$ cat config.mk
export PLATFORM = sky130hd
export DESIGN_NAME = rwp_sysctl
export DESIGN_NICKNAME = d
export VERILOG_FILES = /design/src/design/rwp_pkg.sv /design/src/design/rwp_sysctl.sv
export SDC_FILE = /design/constraint.sdc
export NUM_CORES = 1
export LEC_CHECK = 0
export ABC_AREA = 1
export ABC_CLOCK_PERIOD_IN_PS = 4900
export BUFFER_PORTS_ARGS = -buffer_cell sky130_fd_sc_hd__buf_4
export CORE_MARGIN = 2
export CORE_UTILIZATION = 45
export CTS_CLUSTER_DIAMETER = 120
export DETAILED_ROUTE_END_ITERATION = 10
export PLACE_DENSITY = 0.66
export SLEW_MARGIN = 20
export SYNTH_ARGS = -nofsm -noshare
export SYNTH_HDL_FRONTEND = slang
export SYNTH_SLANG_ARGS = --single-unit
export TNS_END_PERCENT = 30
$ cat constraint.sdc
create_clock -name ref_clk_in -period 4.9 [get_ports ref_clk_in]
set_input_delay 0.49 -clock ref_clk_in [delete_from_list [all_inputs] [get_ports ref_clk_in]]
set_output_delay 0.49 -clock ref_clk_in [all_outputs]
set_load 0.01 [all_outputs]
$ cat src/design/rwp_pkg.sv
// Constants, register map and state encoding of the reset and watchdog control block.
// Assumes a single system clock; fuse inputs are static while the block runs.
package rwp_pkg;
	// ==========================================================
	// Register map
	localparam int ADDR_W = 8;
	localparam int DATA_W = 8;
	localparam logic [ADDR_W-1:0] A_RESET_CAUSE = 8'h54;
	localparam logic [ADDR_W-1:0] A_CORE_CTRL = 8'h35;
	localparam logic [ADDR_W-1:0] A_WDT_CTRL = 8'h60;
	localparam logic [ADDR_W-1:0] A_PERIPH_GATE = 8'h64;
	// ==========================================================
	// Field positions
	localparam int CC_SLEEP_OFF = 6;
	localparam int CC_SLEEP_UNLOCK = 5;
	localparam logic [DATA_W-1:0] CC_RW_MASK = 8'h93;
	localparam int WD_CHG = 4;
	localparam int WD_EN = 3;
	localparam int WD_PS_LO = 0;
	localparam int WD_PS_W = 3;
	localparam int GT_T1 = 3;
	localparam int GT_SPI = 2;
	localparam int GT_USART = 1;
	localparam int GT_ADC = 0;
	localparam int GATE_W = 4;
	localparam int RC_JTAG = 4;
	localparam int RC_WDT = 3;
	localparam int RC_BOD = 2;
	localparam int RC_EXT = 1;
	localparam int RC_POR = 0;
	localparam int RC_W = 5;
	// ==========================================================
	// Timing in system clock cycles
	localparam logic [2:0] UNLOCK_CYC = 3'h4;
	localparam logic [2:0] SLEEP_OFF_DELAY = 3'h3;
	localparam logic [2:0] SLEEP_OFF_HOLD = 3'h3;
	// ==========================================================
	// Reset sequencer states
	typedef enum logic [1:0] {
		RS_HOLD = 2'b00,
		RS_COUNT = 2'b01,
		RS_RUN = 2'b11
	} rwp_rst_state_t;
endpackage : rwp_pkg

$ cat src/design/rwp_sysctl.sv
// Reset source collection, release delay, brown-out sleep unlock, clock gating and watchdog.
// Assumes a CPU on the same clock driving the register port; pins are synchronised here.
//
// Our own choices: strobed register access and the address map.

module rwp_sysctl #(
	parameter int WDT_BASE = 16384,
	parameter int WDT_W = 22,
	parameter int DLY_BASE = 16,
	parameter int DLY_W = 16
) (
	// Clock and logic reset
	input wire logic ref_clk_in,
	input wire logic nrst_in,
	// Register port
	input wire logic [rwp_pkg::ADDR_W-1:0] addr_in,
	input wire logic [rwp_pkg::DATA_W-1:0] wr_data_in,
	input wire logic wr_in,
	input wire logic rd_in,
	output logic [rwp_pkg::DATA_W-1:0] rd_data_out,
	// Reset sources and detectors
	input wire logic ext_rst_n_in,
	input wire logic supply_ok_in,
	input wire logic bod_low_in,
	input wire logic jtag_rst_in,
	input wire logic wdt_osc_in,
	// Fuses
	input wire logic bod_fuse_en_in,
	input wire logic watchdog_always_on_fuse_in,
	input wire logic [1:0] startup_time_fuses_in,
	input wire logic [3:0] clock_select_fuses_in,
	// Core side
	input wire logic wdr_in,
	input wire logic comparator_bandgap_select_in,
	input wire logic adc_enable_in,
	// Outputs
	output logic core_reset_out,
	output logic port_reset_out,
	output logic gate_timer1_out,
	output logic gate_serial_periph_out,
	output logic gate_async_serial_out,
	output logic gate_converter_out,
	output logic brownout_sleep_off_out,
	output logic ref_enable_out
);
	import rwp_pkg::*;

	// ==========================================================
	// State
	typedef struct packed {
		logic [1:0] ext_sy;
		logic [1:0] sup_sy;
		logic [1:0] bod_sy;
		logic [1:0] jtg_sy;
		logic [1:0] osc_sy;
		logic osc_d;
		rwp_rst_state_t rst_st;
		logic [DLY_W-1:0] dly_cnt;
		logic core_rst;
		logic port_rst;
		logic [DATA_W-1:0] cc;
		logic [2:0] unlock_age;
		logic [2:0] off_age;
		logic off_act;
		logic [GATE_W-1:0] gate;
		logic [RC_W-1:0] cause;
		logic watchdog_enable_bit;
		logic watchdog_change_unlock;
		logic [2:0] watchdog_change_unlock_age;
		logic [WD_PS_W-1:0] wdp;
		logic [WDT_W-1:0] wdt_cnt;
		logic wdt_pulse;
		logic ref_en;
		logic [DATA_W-1:0] rdata;
	} rwp_state_t;

	rwp_state_t st_r;
	rwp_state_t st_nxt;
	logic cc_wr;
	logic wd_wr;
	logic pg_wr;
	logic ref_cond;
	logic any_src;

	assign cc_wr = wr_in && (addr_in == A_CORE_CTRL);
	assign wd_wr = wr_in && (addr_in == A_WDT_CTRL);
	assign pg_wr = wr_in && (addr_in == A_PERIPH_GATE);
	assign ref_cond = bod_fuse_en_in || comparator_bandgap_select_in || adc_enable_in;

	// ==========================================================
	// Next state
	always_comb begin
		logic src_por;
		logic src_ext;
		logic src_bod;
		logic src_jtg;
		logic tick;
		logic [DLY_W-1:0] dly_lim;
		logic [WDT_W-1:0] wdt_lim;
		src_por = 1'b0;
		src_ext = 1'b0;
		src_bod = 1'b0;
		src_jtg = 1'b0;
		tick = 1'b0;
		dly_lim = '0;
		wdt_lim = '0;
		st_nxt = st_r;
		st_nxt.ext_sy = {st_r.ext_sy[0], ext_rst_n_in};
		st_nxt.sup_sy = {st_r.sup_sy[0], supply_ok_in};
		st_nxt.bod_sy = {st_r.bod_sy[0], bod_low_in};
		st_nxt.jtg_sy = {st_r.jtg_sy[0], jtag_rst_in};
		st_nxt.osc_sy = {st_r.osc_sy[0], wdt_osc_in};
		st_nxt.osc_d = st_r.osc_sy[1];
		tick = st_r.osc_sy[1] && !st_r.osc_d;
		src_por = !st_r.sup_sy[1];
		src_ext = !st_r.ext_sy[1];
		src_bod = bod_fuse_en_in && st_r.bod_sy[1];
		src_jtg = st_r.jtg_sy[1];
		any_src = src_por || src_ext || src_bod || src_jtg || st_r.wdt_pulse;
		st_nxt.port_rst = any_src;
		// Release delay chosen by the start-up and clock-select fuses.
		dly_lim = DLY_W'(DLY_BASE) << {startup_time_fuses_in, clock_select_fuses_in[0]};
		case (st_r.rst_st)
			RS_HOLD: begin
				st_nxt.dly_cnt = '0;
				if (!any_src) begin
					st_nxt.rst_st = RS_COUNT;
				end
			end
			RS_COUNT: begin
				if (any_src) begin
					st_nxt.rst_st = RS_HOLD;
				end else if (st_r.dly_cnt == dly_lim - DLY_W'(1)) begin
					st_nxt.rst_st = RS_RUN;
				end else begin
					st_nxt.dly_cnt = st_r.dly_cnt + DLY_W'(1);
				end
			end
			RS_RUN: begin
				if (any_src) begin
					st_nxt.rst_st = RS_HOLD;
				end
			end
			default: begin
				st_nxt.rst_st = RS_HOLD;
			end
		endcase
		st_nxt.core_rst = (st_nxt.rst_st != RS_RUN);
		// Reset cause flags: a source always wins over a software clear.
		if (wr_in && (addr_in == A_RESET_CAUSE)) begin
			st_nxt.cause = st_r.cause & wr_data_in[RC_W-1:0];
		end
		if (src_por) begin
			st_nxt.cause = '0;
			st_nxt.cause[RC_POR] = 1'b1;
		end else begin
			st_nxt.cause[RC_EXT] = st_nxt.cause[RC_EXT] | src_ext;
			st_nxt.cause[RC_BOD] = st_nxt.cause[RC_BOD] | src_bod;
			st_nxt.cause[RC_JTAG] = st_nxt.cause[RC_JTAG] | src_jtg;
			st_nxt.cause[RC_WDT] = st_nxt.cause[RC_WDT] | st_r.wdt_pulse;
		end
		if (st_r.core_rst) begin
			// I/O registers except the reset cause flags return to initial values while reset is held.
			st_nxt.cc = '0;
			st_nxt.unlock_age = '0;
			st_nxt.off_age = '0;
			st_nxt.gate = '0;
			st_nxt.watchdog_enable_bit = 1'b0;
			st_nxt.watchdog_change_unlock = 1'b0;
			st_nxt.watchdog_change_unlock_age = '0;
			st_nxt.wdp = '0;
		end else begin
			// Sleep-off unlock window.
			if (st_r.cc[CC_SLEEP_UNLOCK]) begin
				st_nxt.unlock_age = st_r.unlock_age + 3'h1;
				if (st_r.unlock_age == UNLOCK_CYC - 3'h1) begin
					st_nxt.cc[CC_SLEEP_UNLOCK] = 1'b0;
				end
			end
			if (st_r.cc[CC_SLEEP_OFF]) begin
				st_nxt.off_age = st_r.off_age + 3'h1;
				if (st_r.off_age == SLEEP_OFF_DELAY + SLEEP_OFF_HOLD - 3'h1) begin
					st_nxt.cc[CC_SLEEP_OFF] = 1'b0;
				end
			end
			if (cc_wr) begin
				st_nxt.cc = (wr_data_in & CC_RW_MASK) | (st_nxt.cc & ~CC_RW_MASK);
				if (wr_data_in[CC_SLEEP_OFF] && wr_data_in[CC_SLEEP_UNLOCK]) begin
					st_nxt.cc[CC_SLEEP_UNLOCK] = 1'b1;
					st_nxt.unlock_age = '0;
				end else if (wr_data_in[CC_SLEEP_OFF] && st_r.cc[CC_SLEEP_UNLOCK]) begin
					st_nxt.cc[CC_SLEEP_OFF] = 1'b1;
					st_nxt.cc[CC_SLEEP_UNLOCK] = 1'b0;
					st_nxt.off_age = '0;
				end
			end
			// Peripheral clock gating.
			if (pg_wr) begin
				st_nxt.gate = wr_data_in[GATE_W-1:0];
			end
			// Watchdog change-unlock window.
			if (st_r.watchdog_change_unlock) begin
				st_nxt.watchdog_change_unlock_age = st_r.watchdog_change_unlock_age + 3'h1;
				if (st_r.watchdog_change_unlock_age == UNLOCK_CYC - 3'h1) begin
					st_nxt.watchdog_change_unlock = 1'b0;
				end
			end
			if (wd_wr) begin
				if (wr_data_in[WD_CHG] && wr_data_in[WD_EN]) begin
					st_nxt.watchdog_change_unlock = 1'b1;
					st_nxt.watchdog_change_unlock_age = '0;
					st_nxt.watchdog_enable_bit = 1'b1;
				end else if (st_r.watchdog_change_unlock) begin
					st_nxt.watchdog_enable_bit = wr_data_in[WD_EN];
					st_nxt.wdp = wr_data_in[WD_PS_LO +: WD_PS_W];
					st_nxt.watchdog_change_unlock = 1'b0;
				end else if (wr_data_in[WD_EN]) begin
					st_nxt.watchdog_enable_bit = 1'b1;
				end
			end
		end
		if (watchdog_always_on_fuse_in) begin
			st_nxt.watchdog_enable_bit = 1'b1;
		end
		st_nxt.off_act = st_nxt.cc[CC_SLEEP_OFF] && (st_nxt.off_age >= SLEEP_OFF_DELAY);
		// Watchdog counter on the synchronised oscillator edge.
		wdt_lim = WDT_W'(WDT_BASE) << st_r.wdp;
		st_nxt.wdt_pulse = 1'b0;
		if (st_r.core_rst || !st_r.watchdog_enable_bit || wdr_in) begin
			st_nxt.wdt_cnt = '0;
		end else if (tick) begin
			if (st_r.wdt_cnt == wdt_lim - WDT_W'(1)) begin
				st_nxt.wdt_pulse = 1'b1;
				st_nxt.wdt_cnt = '0;
			end else begin
				st_nxt.wdt_cnt = st_r.wdt_cnt + WDT_W'(1);
			end
		end
		st_nxt.ref_en = ref_cond;
		// Read data stands only in the cycle after the read strobe.
		st_nxt.rdata = '0;
		if (rd_in) begin
			case (addr_in)
				A_RESET_CAUSE: st_nxt.rdata = DATA_W'(st_r.cause);
				A_CORE_CTRL: st_nxt.rdata = st_r.cc;
				A_WDT_CTRL: st_nxt.rdata = {3'h0, st_r.watchdog_change_unlock, st_r.watchdog_enable_bit, st_r.wdp};
				A_PERIPH_GATE: st_nxt.rdata = {4'h0, st_r.gate};
				default: st_nxt.rdata = '0;
			endcase
		end
	end

	// ==========================================================
	// Registers
	always_ff @(posedge ref_clk_in) begin
		if (!nrst_in) begin
			st_r <= '0;
			st_r.core_rst <= 1'b1;
			st_r.port_rst <= 1'b1;
		end else begin
			st_r <= st_nxt;
		end
	end

	assign rd_data_out = st_r.rdata;
	assign core_reset_out = st_r.core_rst;
	assign port_reset_out = st_r.port_rst;
	assign gate_timer1_out = st_r.gate[GT_T1];
	assign gate_serial_periph_out = st_r.gate[GT_SPI];
	assign gate_async_serial_out = st_r.gate[GT_USART];
	assign gate_converter_out = st_r.gate[GT_ADC];
	assign brownout_sleep_off_out = st_r.off_act;
	assign ref_enable_out = st_r.ref_en;
endmodule : rwp_sysctl

======== Word-level counts from Yosys, hierarchy flattened ========
Cells that the tools add are included.
storage, ports and cells
  output and inout port bits .............. 16
  bits of input ports ..................... 36
  register bits ........................... 95
  word-level logic and storage cells ...... 136
operators by class
  reductions and logical operators ........ 34
  equal/unequal tests ..................... 15
  shift operators ......................... 2
  bitwise gates (word level) .............. 9
  add/subtract/negate cells ............... 7
  magnitude comparators ................... 1
  mux-type cells .......................... 41
operators with widths
  cell                                                 number
  2-to-1 mux 16 bit                                    2
  case mux 16 bit (2 select lines)                     1
  case mux 8 bit (4 select lines)                      1
  2-to-1 mux 13 bit                                    2
  equality test 8 x 7 -> 1 bit, second input constant  3
  2-to-1 mux 3 bit                                     8
  adder 22 x 1 -> 22 bit, second input constant        1
  equality test 22 bit                                 1
  2-to-1 mux 22 bit                                    1
  left shift 15 x 3 -> 22 bit, first input constant    1
  subtractor 22 x 1 -> 22 bit, second input constant   1
  adder 16 x 1 -> 16 bit, second input constant        1
  equality test 16 bit                                 1
  2-to-1 mux 8 bit                                     2
  left shift 5 x 3 -> 16 bit, first input constant     1
  subtractor 16 x 1 -> 16 bit, second input constant   1
  2-to-1 mux 1 bit                                     15
  2-to-1 mux 2 bit                                     6
  logical AND 1 bit                                    10
  adder 3 x 1 -> 3 bit, second input constant          3
  equality test 8 x 6 -> 1 bit, second input constant  1
  logical OR 1 bit                                     8
  OR 8 x 7 -> 8 bit                                    1
  equality test 3 x 2 -> 1 bit, second input constant  2
  other kinds (21)                                     35

======== Logic depth before layout (Yosys ltp) ========
Gate-level depths: netlist of the first run.
  depth after elaboration ................. 11
  depth in mapped cells ................... 17
  gate-level depth less buffers ........... 15

======== Least setup slack after synthesis of the first run ========
OpenSTA, ideal clock, no wires.
  path kind ............................... in2reg
  from .................................... in startup_time_fuses_in[1]
  to ...................................... reg st_r[69] (netlist bit)
  path buffers ............................ 2
  cell stages on the path ................. 17
  setup slack ............................. 2.720 ns
  required time ........................... 4.768 ns
  library setup time ...................... 0.132 ns
  data arrival time ....................... 2.048 ns
  path through ............................ buf_4 nor2_2 nand2_1 ha_1 inv_1 nand2_1 nand2_1 nand2_1 nor2_1 nand2_1 nor2_4 nand3_4 nand2_8 nand2_4 buf_6 nand2_1 a21oi_1
on the way
  longest elaborated chain between the ends .. 5
ends and longest elaborated chain
  item                                    RTL line           RTL
  start, declared                         rwp_sysctl.sv:30   input wire logic [1:0] startup_time_fuses_in,
  left shift 5 x 3 -> 16 bit              rwp_sysctl.sv:122  dly_lim = DLY_W'(DLY_BASE) << {startup_time_fuses_in, clock_select_fuses_in[0]};
  subtractor 16 x 1 -> 16 bit             rwp_sysctl.sv:133  end else if (st_r.dly_cnt == dly_lim - DLY_W'(1)) begin
  equality test 16 bit                    rwp_sysctl.sv:133
  inequality test 2 bit (no source line)  -
  AND reduction 3 bit (no source line)    -
  end signal, assigned                    rwp_sysctl.sv:261  st_r <= st_nxt;
  end, declared                           rwp_sysctl.sv:77   rwp_state_t st_r;
Every way passes these cells.
A chain may end at the register's enable or synchronous reset.

======== Worst setup path after layout of the first run ========
  from .................................... in startup_time_fuses_in[1]
  to ...................................... reg st_r[77] (netlist bit)
Same word-level chain as after synthesis.

==> results.toml, run 1 <==
[timing]
rsz0062_at_grt = "no"
final-hold-violation-count = 0
setup_ws_ns = 2.90
finClkSkew_ns = 0.00738
fmax_mhz = 499
setup_violations = 0
period_minus_slack_ns = 2.00
fin_crit_sh = 0.409
worst_pin_slew_ns = 0.644
drv_slew = 0
fin_tns_setup_ns = 0
slew_headroom = 0.570

[critical_path]
timing.rr.end = "st_r[77]"
r2r_slack_ns = 2.94
cp_max_fo = 17
start_kind = "input pin"
endpoint_kind = "register"
critical_path_class = "input pin to register"
worst_ep_required_time_ns = 5.14
arrival_ns = 2.25
reg2reg_depth = 12
crit-reg2reg-launch = "st_r[66]"

[yosys]
syn-num-nets = 701
yosysUniqueCellTypes = 40
synth_edf_count = 0
yosysWarnings = 0
async_reset_ff_frac = 0
syn_area_per_cell_sq_um = 7.13
syn_area_sq_mm = 0.00468
yosysSeqAreaShare = 0.398
synth-main-ff-cell = "dfxtp_1"
synth_cells = 656
synth-seq-cells = 93

[cells_and_area]
final_cell_mix = "nand2_1 (137), dfxtp_1 (93), inv_1 (86), nor2_1 (84), buf_4 (49)"
area_delta_synth_final_pct = 14.2
num-nets-final = 742
mostFrequentLayoutCell = "nand2_1"
drive_gt1_frac = 0.135
diodes = 0

[floorplanning]
pin_count = 52
initial_core_util = 0.459
fp.dieW_um = 106
core_area_sq_mm = 0.0102
design.die.area_sq_mm = 0.0112
die_h_um = 106
std_cell_rows = 37

[detailed_routing]
drtAntennaViolNets = 0
routed_wl_um = 10200
post_drt_wl_per_cell_um = 12.2
drtIter0Drc = 280
drt_first_pass_iters = 5
vias_per_cell = 4.98
vias = 4173
drcViolationCount = 0

[clock_network]
numCtsBuffers = 9
cts-root-buf = "clkbuf_8"
cts-htree-levels = 3
cts_resized = 0
clkTransAtPathRegs_ns = 0.09
cts_setup_buffers = 0
clock_sink_count = 93
tritoncts = "built"
insertion_delay_ns = 0.37
holdBufCountCts = 0
clk_path_buf_depth = 2

[global_routing]
grt-ovfl-total = 0
use_met1 = 0.240
gr-usage-met3 = 0.0337
grt_max_degree = 19
top_usage_layer = "met2"
met2_usage = 0.323
antenna_found_initial = 0
grt_usage = 0.191
grt_pass1_vias = 3970
grt_pass1_wl_um = 17500

[worst_hold_path]
min_to = "st_nxt[86]"
min_path_cells = 3
worstHoldStart = "wdt_osc_in"
min_path_type = "input pin to register"

[pwr]
p_leak_nw = 2.10
p_per_area_mw_per_mm2 = 273
max-vdd-ir-drop_mv = 0.176

[placed_design]
routabilityCongestion = 0.898
dpl.hpwl_um = 7680
dp_slack_ns = 2.52
io_buffers = 48

[flow_run]
cap_violations = 0

[run_status]
status = "complete, no violations"
-- Yosys cell counts (all sizes together), types with 2 or more instances --
library cell    n  share of area
ha              9          0.024
xnor2           7          0.013
nor3           27          0.033
nor2           92          0.081
o22ai           2         0.0027
buf            14          0.024
nand4          11          0.015
a21oi          36          0.039
inv            95          0.076
nand2         142           0.12
dfxtp          93           0.40
or2             3         0.0040
clkbuf          5         0.0040
o211ai          5         0.0080
nor4            4         0.0054
o21ai          20          0.021
xor2           26          0.049
mux2i           2         0.0043
a31oi           3         0.0040
and3            2         0.0027
nand3          48          0.054
a211oi          5         0.0080
-- where the power goes --
group	internal (mW)	total, mW	switching (mW)
registers	0.761	0.763	0.00256
logic	0.0279	0.0634	0.0355
clock network	0.367	0.630	0.263
total	1.16	1.46	0.301
-- per-stage QoR --
stage | cells | instance area, sq um | hold WS [ns] | util | power [mW]
3_3_place_gp | 822 | 5080 | 0.397 | 0.499 | 0.843
3_5_place_dp | 822 | 5080 | 0.400 | 0.499 | 0.844
5_1_grt | 838 | 5340 | 0.301 | 0.524 | 1.51
6_report | 838 | 5340 | 0.299 | 0.524 | 1.46
2_1_floorplan | 656 | 4680 | 0.390 | - | 0.813
4_1_cts | 838 | 5340 | 0.284 | 0.524 | 1.47
-- per-layer routing --
metal	up-vias	share of wire	routed length [um]
met5	-	0	0
met4	0	0.017	178
met3	15	0.040	406
met2	96	0.47	4810
met1	1896	0.47	4820
li1	2166	-	-
-- worst max-delay path, stage by stage --
cell     delay, ns
buf_4         0.15
nor2_2        0.12
nand2_1       0.08
ha_1          0.31
inv_1         0.06
nand2_1       0.04
nand2_1       0.06
nand2_1       0.05
nor2_1        0.09
nand2_1       0.09
nor2_4        0.12
nand3_4       0.13
nand2_8       0.15
nand2_4       0.13
nand2_1       0.11
a21oi_1       0.06
-- final cells by class --
| class | count | area [sq um] |
|---|---|---|
| fill | 1012 | 4850 |
| multi-input combinational | 449 | 2320 |
| sequential | 93 | 1860 |
| timing repair buffer | 49 | 368 |
| inverter | 95 | 357 |
| tap | 136 | 170 |
| clock buffer | 11 | 151 |
| clock inverter | 5 | 106 |
-- worst max path at each step --
stage	cells past startpoint	startpoint	endpoint	slack (ns)
after floorplan	17	startup_time_fuses_in[1]	st_r[69]	2.72
after global placement	16	startup_time_fuses_in[1]	st_r[78]	2.54
after detailed placement	16	startup_time_fuses_in[1]	st_r[73]	2.52
after CTS	16	startup_time_fuses_in[1]	st_r[77]	2.91
after global routing	16	clock_select_fuses_in[0]	st_r[72]	2.74
final	16	startup_time_fuses_in[1]	st_r[77]	2.90
-- registers in the layout, indices dropped and copies added, names as in the netlist --
register	count
st_r	71
rd_data_out	8
st_nxt	6
brownout_sleep_off_out	1
core_reset_out	1
gate_async_serial_out	1
gate_converter_out	1
gate_serial_periph_out	1
gate_timer1_out	1
port_reset_out	1
ref_enable_out	1
-- cell families after synthesis --
family | count (synthesis) | synth area share
and+or+nand+nor | 332 | 0.321
adders and majority gates | 9 | 0.0241
AOI/OAI and AO/OA | 73 | 0.0862
buffers and inverters | 114 | 0.105
xor gates and xnor gates | 33 | 0.0618
DFF | 93 | 0.398
muxes | 2 | 0.00428
(Power assumes the default switching activity.)
==> run 2, diff against run 1 <==
--- a/config.mk
+++ b/config.mk
@@ -6,13 +6,13 @@
 export NUM_CORES = 1
 export LEC_CHECK = 0
 export ABC_AREA = 1
-export ABC_CLOCK_PERIOD_IN_PS = 4900
+export ABC_CLOCK_PERIOD_IN_PS = 1600
 export BUFFER_PORTS_ARGS = -buffer_cell sky130_fd_sc_hd__buf_4
 export CORE_MARGIN = 2
 export CORE_UTILIZATION = 45
 export CTS_CLUSTER_DIAMETER = 120
 export DETAILED_ROUTE_END_ITERATION = 10
-export PLACE_DENSITY = 0.66
+export PLACE_DENSITY = 0.68
 export SLEW_MARGIN = 20
 export SYNTH_ARGS = -nofsm -noshare
 export SYNTH_HDL_FRONTEND = slang
==> constraint.sdc (replaced) <==
create_clock -name ref_clk_in -period 1.6 [get_ports ref_clk_in]
set_input_delay 0.16 -clock ref_clk_in [delete_from_list [all_inputs] [get_ports ref_clk_in]]
set_output_delay 0.16 -clock ref_clk_in [all_outputs]
set_load 0.01 [all_outputs]
==> run 2 against run 1 <==
  * The flow now finishes with violations (setup timing)
  * Combinational power rose to 3.6 times the previous value
  * Design area increased by 11%
  * Via count is 6.4% higher
  * First-iteration DRC count down 14%
  * Total power grew to 2.8 times the previous value
  * Final cell count increased by 7.2%
  * Sequential power increased to 3.1 times the previous value
  * Critical path depth is 4 lower
  * Critical path type is now register to register
==> results.toml, run 2 (synthesized netlist as in run 1, its figures left out) <==
[cells_and_area]
num-nets-final = 802
final_cell_mix = "nand2_1 (130), buf_4 (102), inv_1 (86), nor2_1 (83), dfxtp_1 (82)"
final_util = 0.581
largest_register_ffs = 71
area_delta_synth_final_pct = 26.5
mostFrequentLayoutCell = "nand2_1"
nFillCells = 950
diodes = 0
top_register = "st_r"
drive_gt1_frac = 0.238

[flow_run]
cap_violations = 0

[detailed_routing]
drcViolationCount = 0
post_drt_wl_per_cell_um = 12.6
routed_wl_um = 11300
vias_per_cell = 4.94
vias = 4438
drt_first_pass_iters = 5
drtAntennaViolNets = 0
drtIter0Drc = 241

[placed_design]
io_buffers = 48
dpl.hpwl_um = 8480
dp_slack_ns = -0.280
routabilityCongestion = 0.869

[critical_path]
start_kind = "register"
worst_ep_required_time_ns = 1.89
crit_family = "simple AND/OR/NAND/NOR gates"
cp.depth = 12
max_stage_delay_ns = 0.37
crit-reg2reg-launch = "st_r[66]"
timing.rr.end = "st_r[77]"
crit_chain = "ha_4 -> nand2_4 -> nor2_4 -> nand2_2 -> nor2_2 -> nand2_2 -> nor2_4 -> nand3_4 -> nand2_8 -> buf_12 -> nand3_1 -> a21oi_2"
cp_slowest_cell = "dfxtp_2"
critPathLaunch = "st_r[66]"
r2r_slack_ns = -0.03
endpoint = "st_r[77]"
cp_max_fo = 8
arrival_ns = 1.92
reg2reg_depth = 12
critPathBufInv = 1
endpoint_kind = "register"
critical_path_class = "register to register"

[timing]
slew_headroom = 0.676
holdWs_ns = 0.0440
setup_violations = 12
worst_pin_slew_ns = 0.486
final-hold-violation-count = 0
period_minus_slack_ns = 1.63
fin_crit_sh = 1.02
finClkSkew_ns = 0.0112
drv_slew = 0
fin_tns_setup_ns = -0.224
fmax_mhz = 613
rsz0062_at_grt = "yes"
setup_ws_ns = -0.0306

[clock_network]
clk_path_buf_depth = 2
cts-htree-levels = 3
insertion_delay_ns = 0.36
tritoncts = "built"
numCtsBuffers = 9
cts-root-buf = "clkbuf_8"
clock_sink_count = 93
clkTransAtPathRegs_ns = 0.09

[pwr]
comb_power_share = 0.056
p_leak_nw = 2.45
p_int_mw = 3.07
totalPowerFinal_mw = 4.05
p_per_area_mw_per_mm2 = 685
max-vdd-ir-drop_mv = 0.623
power_switching_mw = 0.985
pwr-share-clk = 0.367
sw_frac_of_total = 0.243
power_frac_seq = 0.577

[global_routing]
grt-ovfl-total = 0
gr-usage-met3 = 0.0423
use_met1 = 0.273
grt_max_degree = 18
grt_pass1_wl_um = 18800
grt_usage = 0.205
grt_pass1_vias = 4169
top_usage_layer = "met2"
antenna_found_initial = 0
met2_usage = 0.332

[floorplanning]
pin_count = 52
std_cell_rows = 37
design.die.area_sq_mm = 0.0112
fp.dieW_um = 106
initial_core_util = 0.459
core_area_sq_mm = 0.0102
die_h_um = 106

[run_status]
status = "finished with violations"
violations = "setup timing"

[worst_hold_path]
min_path_type = "input pin to register"
min_path_cells = 2
run 2: cell types whose count changed in the layout (fill, tap and decap cells not counted), sizes merged, moves of 2 or more:
cell         change
dlygate4sd3      +5
buf             +55
bufinv           -3
clkinv           +2
run 2: power by group through the flow:
stage          clock [mW]  sequential, mW  combinational, mW
5_1_grt              1.64            2.34              0.257
4_1_cts              1.54            2.34              0.224
6_report             1.49            2.34              0.228
3_5_place_dp            0            2.39              0.214
3_3_place_gp            0            2.39              0.209
2_1_floorplan           0            2.39              0.103
run 2: what timing repair did:
action,4_1_cts,5_1_grt
pin swaps,5,14
buffers inserted,2,1
endpoints found under the hold margin,5,0
resized for setup,10,30
hold buffers,5,0
endpoints found under the setup margin,31,36
run 2: metrics by stage:
step                cell area [sq um]  instances
floorplan                        4690        656
global placement                 5500        874
detailed placement               5500        874
CTS                              5800        897
global route                     5910        898
finish                           5910        898
run 2: per-layer routing:
layer	part of all wire	wire, um
met1	0.47	5290
met4	0.0091	103
met3	0.049	550
met2	0.47	5350
met5	0	0
run 2: worst min path at each step:
stage / startpoint / end / slack [ns]
4_1_cts: wr_data_in[2] / st_r[34] / 0.03
6_report: wr_data_in[2] / st_r[34] / 0.04
2_1_floorplan: wdt_osc_in / st_nxt[86] / 0.26
5_1_grt: wr_data_in[2] / st_r[34] / 0.05
3_3_place_gp: wdt_osc_in / st_nxt[86] / 0.34
3_5_place_dp: ext_rst_n_in / st_nxt[94] / 0.35
run 2: cell type report:
class | instances | area [sq um] | area share
Tap cell | 136 | 170 | 0.0288
Clock buffer | 10 | 138 | 0.0233
Sequential cell | 93 | 1880 | 0.318
Multi-Input combinational cell | 449 | 2460 | 0.415
Inverter | 95 | 357 | 0.0603
Clock inverter | 6 | 57.6 | 0.00973
Timing Repair Buffer | 109 | 856 | 0.145
==> run 3, diff against run 2 <==
--- a/config.mk
+++ b/config.mk
@@ -12,6 +12,7 @@
 export CORE_UTILIZATION = 45
 export CTS_CLUSTER_DIAMETER = 120
 export DETAILED_ROUTE_END_ITERATION = 10
+export GPL_TIMING_DRIVEN = 0
 export PLACE_DENSITY = 0.68
 export SLEW_MARGIN = 20
 export SYNTH_ARGS = -nofsm -noshare
==> run 3 against run 2 <==
  * The run still ends with setup timing left
  * Utilization about the same
  * Design area about the same
  * Combinational power about the same
  * Sequential power about the same
  * Final cell count down 2.0%
  * Via count about the same
  * Setup slack worse by 0.069 ns
  * Clock power up 15%
  * Critical path depth up 1
  * Register-to-register slack worse by 0.07 ns
  * First-iteration DRC count up 4.6%
  * Die area unchanged
==> results.toml, run 3 (synthesized netlist as in run 1, its figures left out) <==
[detailed_routing]
drt_first_pass_iters = 5
post_drt_wl_per_cell_um = 12.9
drtIter0Drc = 252
drcViolationCount = 0
vias_per_cell = 5.04
drtAntennaViolNets = 0
routed_wl_um = 11400
vias = 4434

[cells_and_area]
largest_register_ffs = 71
nFillCells = 943
diodes = 0
area_delta_synth_final_pct = 26.6
top_register = "st_r"
final_cell_mix = "nand2_1 (125), inv_1 (83), nor2_1 (79), dfxtp_1 (74), buf_4 (73)"
num-nets-final = 785
mostFrequentLayoutCell = "nand2_1"
drive_gt1_frac = 0.246

[global_routing]
grt_usage = 0.203
grt_max_degree = 16
grt_pass1_wl_um = 18500
antenna_found_initial = 0
grt_pass1_vias = 4063
grt-ovfl-total = 0

[critical_path]
cp_slowest_cell = "dfxtp_2"
endpoint_kind = "register"
worst_ep_required_time_ns = 1.81
cp_max_fo = 5
arrival_ns = 1.91
critical_path_class = "register to register"
critPathLaunch = "st_r[67]"
r2r_slack_ns = -0.1
start_kind = "register"
timing.rr.end = "st_r[70]"
endpoint = "st_r[70]"
reg2reg_depth = 13
crit_chain = "ha_4 -> nand2_4 -> nor2_4 -> nand2_2 -> nor2_2 -> nand2_2 -> nor2_4 -> nand3_4 -> nand2_8 -> nand2_8 -> buf_6 -> nand2_1 -> a21oi_1"
crit-reg2reg-launch = "st_r[67]"
max_stage_delay_ns = 0.36

[pwr]
p_per_area_mw_per_mm2 = 724
max-vdd-ir-drop_mv = 0.521
power_switching_mw = 0.968
p_leak_nw = 2.45
comb_power_share = 0.054
pwr-share-clk = 0.401
p_int_mw = 3.31
sw_frac_of_total = 0.226
power_frac_seq = 0.546

[placed_design]
io_buffers = 46
dp_slack_ns = -0.448
routabilityCongestion = 0.869
dpl.hpwl_um = 8030

[timing]
setup_ws_ns = -0.0998
setup_violations = 15
slew_headroom = 0.539
drv_slew = 0
fmax_mhz = 588
rsz0062_at_grt = "yes"
worst_pin_slew_ns = 0.691
final-hold-violation-count = 0
fin_crit_sh = 1.06
fin_tns_setup_ns = -1.03
finClkSkew_ns = 0.0114
period_minus_slack_ns = 1.70

[floorplanning]
initial_core_util = 0.459
fp.dieW_um = 106
pin_count = 52
core_area_sq_mm = 0.0102
std_cell_rows = 37
design.die.area_sq_mm = 0.0112
die_h_um = 106

[clock_network]
clkTransAtPathRegs_ns = 0.10
insertion_delay_ns = 0.36
tritoncts = "built"
clock_sink_count = 93
cts-root-buf = "clkbuf_8"
numCtsBuffers = 9
clk_path_buf_depth = 2
cts-htree-levels = 3

[run_status]
status = "finished with violations"
violations = "setup timing"

[worst_hold_path]
min_path_type = "input pin to register"

[flow_run]
cap_violations = 0
run 3: final cells by class:
type	instances	area, sq um	area share
tap	136	170	0.0288
clock buffer	10	128	0.0216
clock inverter	5	85.1	0.0144
multi-input combinational	449	2560	0.433
timing repair buffer	73	576	0.0973
buffer	19	151	0.0256
inverter	95	357	0.0603
sequential	93	1890	0.319
run 3: per-layer routing:
metal	GRT usage	share of wire
met1	0.275	0.47
met2	0.338	0.47
met3	0.0349	0.044
met4	0.0508	0.0097
met5	0	0
run 3: worst min path at each step:
stage,endpoint,depth (start not counted),startpoint
floorplan,st_nxt[86],2,wdt_osc_in
global placement,st_nxt[86],3,wdt_osc_in
detailed placement,st_nxt[94],3,ext_rst_n_in
CTS,st_r[34],2,wr_data_in[2]
global route,st_r[34],2,wr_data_in[2]
finish,st_r[34],2,wr_data_in[2]
run 3: through the flow:
stage	area, sq um	total power [mW]	hold WS [ns]	utilization	std cells
after global routing	5920	4.42	0.0219	0.581	880
after global placement	5210	2.59	0.345	0.511	838
after detailed placement	5210	2.60	0.348	0.511	838
final	5920	4.28	0.0250	0.581	880
after floorplan	4690	2.49	0.258	-	656
after CTS	5660	4.30	0.00976	0.556	868
run 3: critical path: cells and delay by family (launching register included):
family | cells | cell delay [ns]
simple gates | 10 | 0.82
flops | 1 | 0.36
fa+ha+maj | 1 | 0.15
buf+inv | 1 | 0.15
compound gates | 1 | 0.06
run 3: power by group through the flow:
stage,Sequential [mW],Clock [mW],Combinational (mW)
after floorplan,2.39,0,0.103
after global placement,2.39,0,0.202
after detailed placement,2.39,0,0.206
after CTS,2.34,1.74,0.220
after global routing,2.34,1.83,0.253
final,2.34,1.72,0.229
run 3: repair_timing:
item	in CTS	in global routing
hold buffers	5	0
resized for setup	29	53
pin swaps	6	18
endpoints found under the hold margin	5	0
gates cloned	1	0
buffers inserted	9	12
setup endpoints to repair	33	33
